<file path="config.mk">
export PLATFORM = sky130hd
export DESIGN_NAME = task_file_address_decoder
export DESIGN_NICKNAME = d
export VERILOG_FILES = /design/src/verilog/tf_pkg.sv /design/src/verilog/task_data_fifo.sv /design/src/verilog/task_file_address_decoder.sv /design/src/verilog/task_file_decode.sv
export VERILOG_INCLUDE_DIRS = /design/src /design/src/verilog
export SDC_FILE = /design/constraint.sdc
export NUM_CORES = 1
export LEC_CHECK = 0
export ABC_AREA = 1
export ABC_CLOCK_PERIOD_IN_PS = 2900
export BUFFER_PORTS_ARGS = -buffer_cell sky130_fd_sc_hd__buf_2
export CORE_MARGIN = 2
export CORE_UTILIZATION = 51
export DETAILED_ROUTE_END_ITERATION = 7
export GPL_ROUTABILITY_DRIVEN = 0
export PLACE_DENSITY_LB_ADDON = 0.3
export SLEW_MARGIN = 20
export SYNTH_ARGS = -nofsm -noshare
export SYNTH_HDL_FRONTEND = slang
export SYNTH_SLANG_ARGS = --single-unit
</file>
<file path="constraint.sdc">
create_clock -name clk_sys -period 2.9 [get_ports clk_sys]
set_clock_uncertainty 0.2 [all_clocks]
set_input_delay 0.145 -clock clk_sys [delete_from_list [all_inputs] [get_ports clk_sys]]
set_output_delay 0.145 -clock clk_sys [all_outputs]
set_load 0.005 [all_outputs]
</file>
<file path="src/verilog/tf_defines.svh">
// constants for the task file address decoder
`ifndef TF_DEFINES_SVH
`define TF_DEFINES_SVH

// configuration index values written by the host
`define CFG_IDX_MEMORY 6'h00
`define CFG_IDX_CONTIG 6'h01
`define CFG_IDX_PRIMARY 6'h02
`define CFG_IDX_SECONDARY 6'h03

// local register indices
`define TF_IDX_DATA 4'h0
`define TF_IDX_ERROR 4'h1
`define TF_IDX_SECT_CNT 4'h2
`define TF_IDX_SECT_NUM 4'h3
`define TF_IDX_CYL_LOW 4'h4
`define TF_IDX_CYL_HIGH 4'h5
`define TF_IDX_DRV_HEAD 4'h6
`define TF_IDX_STATUS 4'h7
`define TF_IDX_EVEN_DATA 4'h8
`define TF_IDX_ODD_DATA 4'h9
`define TF_IDX_ERROR_DUP 4'hd
`define TF_IDX_ALT_STATUS 4'he
`define TF_IDX_DRV_ADDR 4'hf

// address decode fields
`define MEM_WINDOW_BIT 10
`define IO_BASE_PRI_TASK 6'h1f
`define IO_BASE_PRI_CTL 6'h3f
`define IO_BASE_SEC_TASK 6'h17
`define IO_BASE_SEC_CTL 6'h37
`define LOCAL_ZERO_HI 6'h00
`define CTL_PAIR 3'b011
`define IDE_CTL_PAIR 2'b11

// reset values and lane enable codes
`define TF_RESET_BYTE 8'h00
`define TF_RESET_WORD 16'h0000
`define LANES_FLOAT 2'b11
`define LANES_LOW_ONLY 2'b10
`define LANES_HIGH_ONLY 2'b01

// buffering
`define DATA_FIFO_DEPTH 16
`define DATA_WORD_WIDTH 16

`endif

</file>
<file path="src/verilog/tf_pkg.sv">
// types shared by the task file address decoder
package tf_pkg;

  typedef enum logic [2:0] {
    MAP_MEMORY,
    MAP_CONTIG,
    MAP_PRIMARY,
    MAP_SECONDARY,
    MAP_TRUE_IDE,
    MAP_NONE
  } map_mode_e;

  typedef enum logic [1:0] {
    PH_IDLE,
    PH_READ,
    PH_WRITE
  } phase_e;

  typedef struct packed {
    phase_e phase;
    logic [3:0] idx;
    logic lane_lo;
    logic lane_hi;
    logic [15:0] wdata;
    logic [7:0] feature;
    logic [7:0] sector_count;
    logic [7:0] sector_number;
    logic [7:0] cyl_low;
    logic [7:0] cyl_high;
    logic [7:0] drive_head;
    logic [7:0] command;
    logic [7:0] device_control;
    logic cmd_strobe;
    logic [7:0] low_hold;
    logic [7:0] high_hold;
    logic push_valid;
    logic [15:0] push_data;
    logic [15:0] data_out;
    logic [1:0] data_oe_n;
    logic wait_n;
  } tf_s;

endpackage
</file>
<file path="src/verilog/task_data_fifo.sv">
// synchronous fifo with valid/ready on both sides
`timescale 1ns/1ps
`default_nettype none

module task_data_fifo
  import tf_pkg::*;
#(
  parameter int WIDTH = 16,
  parameter int DEPTH = 16
)
(
  input wire logic clk_sys,
  input wire logic arst_n,
  input wire logic in_valid,
  output logic in_ready,
  input wire logic [WIDTH-1:0] in_data,
  output logic out_valid,
  input wire logic out_ready,
  output logic [WIDTH-1:0] out_data
);

  localparam int AW = (DEPTH > 1) ? $clog2(DEPTH) : 1;
  localparam logic [AW:0] FULL_COUNT = AW'(DEPTH) == '0 ? {1'b1, {AW{1'b0}}} : {1'b0, AW'(DEPTH)};

  typedef struct packed {
    logic [DEPTH-1:0][WIDTH-1:0] mem;
    logic [AW-1:0] wp;
    logic [AW-1:0] rp;
    logic [AW:0] count;
  } fifo_s;

  fifo_s st;
  fifo_s next_st;
  logic do_push;
  logic do_pop;

  assign in_ready = (st.count != FULL_COUNT);
  assign out_valid = (st.count != '0);
  assign out_data = st.mem[st.rp];
  assign do_push = in_valid && in_ready;
  assign do_pop = out_valid && out_ready;

  always_comb
  begin
    next_st = st;
    if (do_push)
    begin
      next_st.mem[st.wp] = in_data;
      next_st.wp = (st.wp == AW'(DEPTH - 1)) ? '0 : st.wp + 1'b1;
    end
    if (do_pop)
      next_st.rp = (st.rp == AW'(DEPTH - 1)) ? '0 : st.rp + 1'b1;
    if (do_push && !do_pop)
      next_st.count = st.count + 1'b1;
    else if (do_pop && !do_push)
      next_st.count = st.count - 1'b1;
  end

  always_ff @(posedge clk_sys or negedge arst_n)
  begin
    if (!arst_n)
      st <= '0;
    else
      st <= next_st;
  end
endmodule

`default_nettype wire

</file>
<file path="src/verilog/task_file_address_decoder.sv">
// task file register decode, byte lane steering and data buffering
//
// Function
// - config index selects the mapping scheme
// - index zero: memory only, i/o ignored
// - memory mode: 2k window at offset zero
// - offsets 400-7ff all reach data fifo
// - even data byte read fetches next word
// - odd data byte returns held high byte
// - primary/secondary ranges, a9-a0 decoded, a10 ignored
// - primary/secondary aliases every 1k of i/o
// - contiguous mode decodes only a3-a0
// - local offsets 0-7, e and f
// - contiguous and memory modes add duplicates at 8, 9, d
// - data register readable as one word
// - true ide decodes only a2-a0
// - true ide: ce1 task regs, ce2 control
`timescale 1ns/1ps
`default_nettype none

`include "tf_defines.svh"

module task_file_address_decoder
  import tf_pkg::*;
#(
  parameter int FIFO_DEPTH = `DATA_FIFO_DEPTH
)
(
  input wire logic clk_sys,
  input wire logic arst_n,
  input wire logic [5:0] config_index,
  input wire logic ide_mode_select_pin,
  input wire logic reg_n,
  input wire logic ce1_n,
  input wire logic ce2_n,
  input wire logic oe_n,
  input wire logic we_n,
  input wire logic iord_n,
  input wire logic iowr_n,
  input wire logic [10:0] addr,
  input wire logic [15:0] data_in,
  output logic [15:0] data_out,
  output logic [1:0] data_oe_n,
  output logic wait_n,
  input wire logic [7:0] error_code,
  input wire logic [7:0] status_code,
  input wire logic [7:0] drive_address,
  output logic [7:0] feature,
  output logic [7:0] sector_count,
  output logic [7:0] sector_number,
  output logic [7:0] cyl_low,
  output logic [7:0] cyl_high,
  output logic [7:0] drive_head_select,
  output logic [7:0] device_control,
  output logic [7:0] command_code,
  output logic command_strobe,
  output logic wrbuf_valid,
  input wire logic wrbuf_ready,
  output logic [15:0] wrbuf_data,
  input wire logic rdbuf_valid,
  output logic rdbuf_ready,
  input wire logic [15:0] rdbuf_data
);

  // ----------------------------------------------------------------
  // helpers
  // ----------------------------------------------------------------
  function automatic map_mode_e pick_mode(input logic ide_n, input logic [5:0] cfg);
    if (!ide_n)
      pick_mode = MAP_TRUE_IDE;
    else
      unique case (cfg)
        `CFG_IDX_MEMORY: pick_mode = MAP_MEMORY;
        `CFG_IDX_CONTIG: pick_mode = MAP_CONTIG;
        `CFG_IDX_PRIMARY: pick_mode = MAP_PRIMARY;
        `CFG_IDX_SECONDARY: pick_mode = MAP_SECONDARY;
        default: pick_mode = MAP_NONE;
      endcase
  endfunction

  function automatic logic is_even_data(input logic [3:0] i);
    is_even_data = (i == `TF_IDX_DATA) || (i == `TF_IDX_EVEN_DATA);
  endfunction

  function automatic logic is_data(input logic [3:0] i);
    is_data = is_even_data(i) || (i == `TF_IDX_ODD_DATA);
  endfunction

  function automatic logic [7:0] get_byte(input tf_s s, input logic [3:0] i, input logic [15:0] head,
                                          input logic [7:0] err, input logic [7:0] sts,
                                          input logic [7:0] drv);
    unique case (i)
      `TF_IDX_DATA, `TF_IDX_EVEN_DATA: get_byte = head[7:0];
      `TF_IDX_ODD_DATA: get_byte = s.high_hold;
      `TF_IDX_ERROR, `TF_IDX_ERROR_DUP: get_byte = err;
      `TF_IDX_SECT_CNT: get_byte = s.sector_count;
      `TF_IDX_SECT_NUM: get_byte = s.sector_number;
      `TF_IDX_CYL_LOW: get_byte = s.cyl_low;
      `TF_IDX_CYL_HIGH: get_byte = s.cyl_high;
      `TF_IDX_DRV_HEAD: get_byte = s.drive_head;
      `TF_IDX_STATUS, `TF_IDX_ALT_STATUS: get_byte = sts;
      `TF_IDX_DRV_ADDR: get_byte = drv;
      default: get_byte = `TF_RESET_BYTE;
    endcase
  endfunction

  function automatic tf_s put_byte(input tf_s s, input logic [3:0] i, input logic [7:0] b);
    tf_s r;
    r = s;
    unique case (i)
      `TF_IDX_ERROR, `TF_IDX_ERROR_DUP: r.feature = b;
      `TF_IDX_SECT_CNT: r.sector_count = b;
      `TF_IDX_SECT_NUM: r.sector_number = b;
      `TF_IDX_CYL_LOW: r.cyl_low = b;
      `TF_IDX_CYL_HIGH: r.cyl_high = b;
      `TF_IDX_DRV_HEAD: r.drive_head = b;
      `TF_IDX_STATUS:
      begin
        r.command = b;
        r.cmd_strobe = 1'b1;
      end
      `TF_IDX_ALT_STATUS: r.device_control = b;
      default: r = s;
    endcase
    put_byte = r;
  endfunction

  // ----------------------------------------------------------------
  // decode and strobes
  // ----------------------------------------------------------------
  map_mode_e mode;
  logic hit;
  logic [3:0] idx;
  logic lane_lo;
  logic lane_hi;
  logic rd_act;
  logic wr_act;
  logic rd_head_valid;
  logic [15:0] rd_head;
  logic rd_pop;
  logic wr_in_ready;

  assign mode = pick_mode(ide_mode_select_pin, config_index);

  task_file_decode u_decode (
    .mode(mode),
    .ce1_n(ce1_n),
    .ce2_n(ce2_n),
    .addr(addr),
    .hit(hit),
    .idx(idx),
    .lane_lo(lane_lo),
    .lane_hi(lane_hi)
  );

  // memory cycles use oe/we with reg high; i/o cycles need reg low except in true ide mode
  always_comb
  begin
    unique case (mode)
      MAP_MEMORY:
      begin
        rd_act = hit && !oe_n && reg_n;
        wr_act = hit && !we_n && reg_n;
      end
      MAP_TRUE_IDE:
      begin
        rd_act = hit && !iord_n;
        wr_act = hit && !iowr_n;
      end
      MAP_NONE:
      begin
        rd_act = 1'b0;
        wr_act = 1'b0;
      end
      default:
      begin
        rd_act = hit && !iord_n && !reg_n;
        wr_act = hit && !iowr_n && !reg_n;
      end
    endcase
  end

  // ----------------------------------------------------------------
  // state update
  // ----------------------------------------------------------------
  tf_s st;
  tf_s next_st;
  logic rd_start;
  logic wr_end;

  always_comb
  begin
    next_st = st;
    next_st.cmd_strobe = 1'b0;
    next_st.push_valid = st.push_valid && !wr_in_ready;
    next_st.wait_n = 1'b1;
    rd_pop = 1'b0;
    rd_start = 1'b0;
    wr_end = 1'b0;
    unique case (st.phase)
      PH_IDLE:
      begin
        if (rd_act)
        begin
          if (is_even_data(idx) && !rd_head_valid)
            next_st.wait_n = 1'b0;
          else
          begin
            rd_start = 1'b1;
            next_st.phase = PH_READ;
            next_st.data_oe_n = {!lane_hi, !lane_lo};
            if (is_even_data(idx))
            begin
              rd_pop = 1'b1;
              next_st.high_hold = rd_head[15:8];
            end
            if (is_even_data(idx) && lane_lo && lane_hi)
              next_st.data_out = rd_head;
            else if (lane_lo && lane_hi)
              next_st.data_out = {get_byte(st, {idx[3:1], 1'b1}, rd_head, error_code, status_code,
                                           drive_address),
                                  get_byte(st, idx, rd_head, error_code, status_code, drive_address)};
            else
              begin
                next_st.data_out[7:0] = get_byte(st, idx, rd_head, error_code, status_code,
                                                 drive_address);
                next_st.data_out[15:8] = next_st.data_out[7:0];
              end
          end
        end
        else if (wr_act)
        begin
          next_st.phase = PH_WRITE;
          next_st.idx = idx;
          next_st.lane_lo = lane_lo;
          next_st.lane_hi = lane_hi;
          next_st.wdata = data_in;
        end
      end
      PH_READ:
      begin
        if (!rd_act)
        begin
          next_st.phase = PH_IDLE;
          next_st.data_oe_n = `LANES_FLOAT;
        end
      end
      PH_WRITE:
      begin
        if (wr_act)
        begin
          next_st.wdata = data_in;
          if (is_data(st.idx) && (st.push_valid || !wr_in_ready))
            next_st.wait_n = 1'b0;
        end
        else
        begin
          wr_end = 1'b1;
          next_st.phase = PH_IDLE;
          if (is_even_data(st.idx) && st.lane_lo && st.lane_hi)
          begin
            next_st.push_valid = 1'b1;
            next_st.push_data = st.wdata;
          end
          else if (is_even_data(st.idx))
            next_st.low_hold = st.wdata[7:0];
          else if (st.idx == `TF_IDX_ODD_DATA)
          begin
            next_st.push_valid = 1'b1;
            next_st.push_data = {st.lane_hi ? st.wdata[15:8] : st.wdata[7:0], st.low_hold};
          end
          else if (st.lane_lo && st.lane_hi)
          begin
            next_st = put_byte(next_st, st.idx, st.wdata[7:0]);
            next_st = put_byte(next_st, {st.idx[3:1], 1'b1}, st.wdata[15:8]);
          end
          else if (st.lane_hi)
            next_st = put_byte(next_st, st.idx, st.wdata[15:8]);
          else
            next_st = put_byte(next_st, st.idx, st.wdata[7:0]);
        end
      end
      default:
        next_st.phase = PH_IDLE;
    endcase
  end

  always_ff @(posedge clk_sys or negedge arst_n)
  begin
    if (!arst_n)
    begin
      st <= '0;
      st.phase <= PH_IDLE;
      st.data_oe_n <= `LANES_FLOAT;
      st.wait_n <= 1'b1;
    end
    else
      st <= next_st;
  end

  // ----------------------------------------------------------------
  // buffers
  // ----------------------------------------------------------------
  // host writes are queued so the engine may drain at its own pace
  task_data_fifo #(.WIDTH(`DATA_WORD_WIDTH), .DEPTH(FIFO_DEPTH)) u_wr_fifo (
    .clk_sys(clk_sys),
    .arst_n(arst_n),
    .in_valid(st.push_valid),
    .in_ready(wr_in_ready),
    .in_data(st.push_data),
    .out_valid(wrbuf_valid),
    .out_ready(wrbuf_ready),
    .out_data(wrbuf_data)
  );

  task_data_fifo #(.WIDTH(`DATA_WORD_WIDTH), .DEPTH(FIFO_DEPTH)) u_rd_fifo (
    .clk_sys(clk_sys),
    .arst_n(arst_n),
    .in_valid(rdbuf_valid),
    .in_ready(rdbuf_ready),
    .in_data(rdbuf_data),
    .out_valid(rd_head_valid),
    .out_ready(rd_pop),
    .out_data(rd_head)
  );

  assign data_out = st.data_out;
  assign data_oe_n = st.data_oe_n;
  assign wait_n = st.wait_n;
  assign feature = st.feature;
  assign sector_count = st.sector_count;
  assign sector_number = st.sector_number;
  assign cyl_low = st.cyl_low;
  assign cyl_high = st.cyl_high;
  assign drive_head_select = st.drive_head;
  assign device_control = st.device_control;
  assign command_code = st.command;
  assign command_strobe = st.cmd_strobe;
endmodule

`default_nettype wire

</file>
<file path="src/verilog/task_file_decode.sv">
// maps host address and chip enables onto a local task file index
`timescale 1ns/1ps
`default_nettype none

`include "tf_defines.svh"

module task_file_decode
  import tf_pkg::*;
(
  input wire map_mode_e mode,
  input wire logic ce1_n,
  input wire logic ce2_n,
  input wire logic [10:0] addr,
  output logic hit,
  output logic [3:0] idx,
  output logic lane_lo,
  output logic lane_hi
);

  // offsets a-c hold nothing in the local sixteen byte map
  function automatic logic local_valid(input logic [3:0] a);
    local_valid = !(a >= 4'ha && a <= 4'hc);
  endfunction

  logic [5:0] base_task;
  logic [5:0] base_ctl;

  always_comb
  begin
    base_task = (mode == MAP_SECONDARY) ? `IO_BASE_SEC_TASK : `IO_BASE_PRI_TASK;
    base_ctl = (mode == MAP_SECONDARY) ? `IO_BASE_SEC_CTL : `IO_BASE_PRI_CTL;
    hit = 1'b0;
    idx = addr[3:0];
    lane_lo = !ce1_n;
    lane_hi = !ce2_n;
    unique case (mode)
      MAP_MEMORY:
      begin
        if (addr[`MEM_WINDOW_BIT])
        begin
          hit = 1'b1;
          idx = addr[0] ? `TF_IDX_ODD_DATA : `TF_IDX_EVEN_DATA;
        end
        else if (addr[9:4] == `LOCAL_ZERO_HI)
          hit = local_valid(addr[3:0]);
      end
      MAP_CONTIG:
        hit = local_valid(addr[3:0]);
      MAP_PRIMARY, MAP_SECONDARY:
      begin
        // bit 10 is never looked at, so aliases repeat up the i/o space
        if (addr[9:4] == base_task && !addr[3])
        begin
          hit = 1'b1;
          idx = {1'b0, addr[2:0]};
        end
        else if (addr[9:4] == base_ctl && addr[3:1] == `CTL_PAIR)
        begin
          hit = 1'b1;
          idx = {1'b1, addr[2:0]};
        end
      end
      MAP_TRUE_IDE:
      begin
        if (!ce1_n && ce2_n)
        begin
          hit = 1'b1;
          idx = {1'b0, addr[2:0]};
          lane_lo = 1'b1;
          lane_hi = (addr[2:0] == 3'h0);
        end
        else if (ce1_n && !ce2_n && addr[2:1] == `IDE_CTL_PAIR)
        begin
          hit = 1'b1;
          idx = {1'b1, addr[2:0]};
          lane_lo = 1'b1;
          lane_hi = 1'b0;
        end
      end
      MAP_NONE:
        hit = 1'b0;
    endcase
    // outside true ide, an upper-lane-only access always names the odd byte
    if (mode != MAP_TRUE_IDE && ce1_n && !ce2_n)
      idx[0] = 1'b1;
    if (ce1_n && ce2_n)
      hit = 1'b0;
  end

endmodule

`default_nettype wire

</file>
==> impl_metrics.json <==
{
  "sequential_cell_area_um2": 17000,
  "clk_latency_ps": 630,
  "synthesis.area_um2": 33700,
  "finalSetupViolations": 0,
  "count_of_flip_flops_with_a_built_in_enable_after_synthesis": 0,
  "grt_pass1_wl_um": 159000,
  "hold_slack_ps": 39.7,
  "totalPowerFinal_mw": 35.2,
  "ant_nets": 0,
  "numClockSinks": 679,
  "postSynthRegisterBits": 679,
  "syn_nets": 4364,
  "path_max_fanout": 4,
  "combinationalPowerShare_pct": 32.7,
  "netlist_instances": 4259,
  "die_w_um": 261,
  "switching_power_mw": 13.2,
  "most_common_cell_after_layout_fill_and_taps_aside": "sky130_fd_sc_hd__nand2_1",
  "power_leakage_nw": 18.7,
  "worst_path_clk_slew_ps": 60,
  "clock_power_share_pct": 27.8,
  "slew-limit-headroom_pct": 53.2,
  "sw_frac_of_total_pct": 37.5,
  "num_vias": 30737,
  "initial_util_pct": 51.4,
  "num_io_pins": 187,
  "die_height_um": 261,
  "multi_input_area_um2": 14300,
  "cp.arrival_ps": 3140,
  "max_cap_viols": 0,
  "drt_pass1_iterations": 7,
  "worst_ir_drop_vdd_uv": 590,
  "overflow": 0,
  "totalWireLength_um": 101000,
  "worst-r2r-setup-slack_ps": 150,
  "num-fill-cells": 5796,
  "asyncSetResetFlopFracSynth_pct": 100,
  "final_nets": 4521,
  "finalCritPeriodShare_pct": 97.5,
  "flow.area_growth_from_synthesis_pct": 16.9,
  "seqPwrFrac_pct": 39.5,
  "critical_path_required_ps": 3210,
  "tightestPinTransition_ps": 700,
  "rsz0062_at_grt": "yes",
  "clockBufferDepth": 3,
  "htree_levels": 3,
  "hold_path.class": "in2reg",
  "clock_tree_from_tritoncts": "yes",
  "type_of_element_launching_the_critical_path": "input pin",
  "tritoncts.num_buffers": 75,
  "layout_setup_ws_ps": 71.8,
  "cts.root.buffer_cell": "sky130_fd_sc_hd__clkbuf_16",
  "nature_of_the_critical_path_endpoint": "flop",
  "drcViolationCount": 0,
  "antenna_cells_inserted": 0,
  "internal-power_mw": 22.0,
  "number_of_antenna_violations_at_the_first_check_in_global_routing": 0,
  "timing.rr.end": "data_out[12]",
  "post_route_cells_drive_above_1_share_pct": 12.2,
  "drv_slew": 0,
  "highest_clock_frequency_the_design_can_meet_ghz": 0.354,
  "dp_slack_ps": -311,
  "worst_hold_path.num_cells": 7,
  "mean_instance_size_in_the_synthesized_netlist_um2": 7.90,
  "ys_dominant_reg_cell": "sky130_fd_sc_hd__dfrtp_1",
  "floorplan.rows": 94,
  "status": "finished, final reports clean",
  "route.detailed.vias_per_inst": 5.76,
  "post_synth_num_cell_types": 48,
  "first_iter_violations": 3404,
  "number_of_global_route_vias_before_repair": 28760,
  "r2r_cells": 11,
  "holdCritStartpoint": "addr[10]",
  "crit_type": "in2reg",
  "design.die.area_um2": 68100,
  "grt_max_degree": 71,
  "hpwl_um": 64100,
  "period_needed_ps": 2830,
  "timing.hold.worst_endpoint": "st[136]",
  "seq_total_area_yosys_pct": 50.5,
  "most-common-layout-cells": "sky130_fd_sc_hd__nand2_1 (1045), sky130_fd_sc_hd__o21ai_0 (920), sky130_fd_sc_hd__dfrtp_1 (672)",
  "power_per_cell_area_nw_per_um2": 894,
  "regToRegStartpoint": "u_rd_fifo.st[5]",
  "synth-warning-count": 0,
  "wl_per_cell_um": 19.0,
  "coreArea_um2": 65500,
  "globalRouteTotalUtil_pct": 29.5,
  "finalHoldViolCount": 0,
  "number_of_i_o_port_buffers": 186
}
-- worst max-delay path by stage --
| stage | start | to |
|---|---|---|
| global route | addr[0] | u_rd_fifo.st[4] |
| global placement | config_index[5] | u_rd_fifo.st[4] |
| floorplan | config_index[5] | u_rd_fifo.st[4] |
| CTS | addr[0] | u_rd_fifo.st[4] |
| detailed placement | config_index[3] | u_rd_fifo.st[4] |
| finish | addr[0] | u_rd_fifo.st[4] |
-- synth_stat cells (4+ instances only) --
master | number | area [µm²]
sky130_fd_sc_hd__buf_2 | 19 | 95.1
sky130_fd_sc_hd__xor2_1 | 7 | 61.3
sky130_fd_sc_hd__clkinv_1 | 18 | 67.6
sky130_fd_sc_hd__ha_1 | 18 | 225
sky130_fd_sc_hd__nor3_1 | 7 | 35.0
sky130_fd_sc_hd__o221ai_1 | 36 | 315
sky130_fd_sc_hd__buf_4 | 84 | 631
sky130_fd_sc_hd__o22ai_1 | 22 | 138
sky130_fd_sc_hd__a21oi_1 | 92 | 460
sky130_fd_sc_hd__dfrtp_1 | 676 | 16900
sky130_fd_sc_hd__mux2i_1 | 25 | 250
sky130_fd_sc_hd__o32ai_1 | 39 | 342
sky130_fd_sc_hd__a211oi_1 | 11 | 82.6
sky130_fd_sc_hd__o21ai_0 | 922 | 4610
sky130_fd_sc_hd__a221oi_1 | 12 | 105
sky130_fd_sc_hd__buf_1 | 10 | 37.5
sky130_fd_sc_hd__inv_1 | 193 | 724
sky130_fd_sc_hd__nand2_1 | 1049 | 3940
sky130_fd_sc_hd__nand3b_1 | 4 | 30.0
sky130_fd_sc_hd__clkbuf_1 | 257 | 965
sky130_fd_sc_hd__o21ai_1 | 5 | 25.0
sky130_fd_sc_hd__nand4_1 | 71 | 444
sky130_fd_sc_hd__nand3_1 | 142 | 711
sky130_fd_sc_hd__nor2_1 | 449 | 1690
sky130_fd_sc_hd__o211ai_1 | 41 | 308
sky130_fd_sc_hd__a31oi_1 | 10 | 62.6
sky130_fd_sc_hd__a41oi_1 | 5 | 43.8
-- cells by family (layout without fill, tap and decap cells) --
group                      after synthesis  after routing  share of synthesized area, %
and+or+nand+nor                       1734           1734                          20.6
muxes                                   25             25                         0.743
xor gates and xnor gates                 9              9                         0.234
DFF                                    679            679                          50.5
adders and majority gates               20             20                         0.788
buffers and inverters                  583            797                          7.51
AOI/OAI and AO/OA                     1209           1209                          19.6
-- cell type report --
cell class / count / area share (%)
Inverter: 213 / 2.07
Tap cell: 864 / 2.75
Clock inverter: 20 / 0.712
Sequential cell: 679 / 43.2
Multi-Input combinational cell: 2997 / 36.3
Timing Repair Buffer: 450 / 9.19
Clock buffer: 114 / 5.73
-- worst max-delay path, cell delays in order --
cell and delay, ps:
sky130_fd_sc_hd__dlygate4sd3_1 540, sky130_fd_sc_hd__buf_2 130, sky130_fd_sc_hd__nor2_1 190, sky130_fd_sc_hd__o21ai_2 80, sky130_fd_sc_hd__buf_4 130, sky130_fd_sc_hd__a31oi_1 160
sky130_fd_sc_hd__nand4_1 110, sky130_fd_sc_hd__inv_1 80, sky130_fd_sc_hd__nor2_2 50, sky130_fd_sc_hd__nand2_2 90, sky130_fd_sc_hd__clkinv_4 50, sky130_fd_sc_hd__nand2_1 140
sky130_fd_sc_hd__inv_2 60, sky130_fd_sc_hd__nand2_2 100, sky130_fd_sc_hd__ha_4 160, sky130_fd_sc_hd__inv_4 50, sky130_fd_sc_hd__ha_4 250, sky130_fd_sc_hd__nand2_1 60
sky130_fd_sc_hd__nor2_1 40, sky130_fd_sc_hd__a211oi_2 220, sky130_fd_sc_hd__nand2_1 80, sky130_fd_sc_hd__nand2_1 60, sky130_fd_sc_hd__nor2_1 50, sky130_fd_sc_hd__xor2_1 130
-- timing repair --
item,in CTS,in global routing
hold buffers,74,0
hold endpoints to repair,986,0
setup endpoints to repair,3,25
pin swaps,0,4
buffers inserted,0,1
cloned,0,3
gates resized for setup,4,18
-- stage by stage --
stage          instances  area [µm²]  TNS, ps  util, %
3_3_place_gp        5125       35900     -362     54.8
3_5_place_dp        5125       35900     -542     54.8
5_1_grt             5337       39400     -109     60.1
4_1_cts             5333       39200        0     59.9
6_report            5337       39400        0     60.1
2_1_floorplan       4259       33800    -65.9        -
-- power by group through the flow --
stage                     clock network, mW  registers (mW)  logic [mW]
after global routing                   10.3            14.1        12.9
after global placement                    0            13.9        10.8
after floorplan                           0            13.2        7.85
after detailed placement                  0            13.9        11.0
final                                  9.79            13.9        11.5
after CTS                              9.92            13.8        11.2
-- registers in the layout (all words and copies together) (netlist names) --
name	count
u_rd_fifo.st	269
u_wr_fifo.st	269
st	57
data_out	16
command_code	8
cyl_high	8
cyl_low	8
device_control	8
drive_head_select	8
feature	8
sector_count	8
sector_number	8
data_oe_n	2
command_strobe	1
wait_n	1
-- layer usage --
metal  routed length (µm)  share of wire, %  track usage (%)  up-vias
li1                     -                 -                -    14510
met1                42500                42             40.8    14636
met2                47100                47             47.2     1344
met3                 8230               8.1             4.74      247
met4                 3440               3.4             10.5        0
met5                    0                 0                0        -
Power figures use the tool's default switching activity.
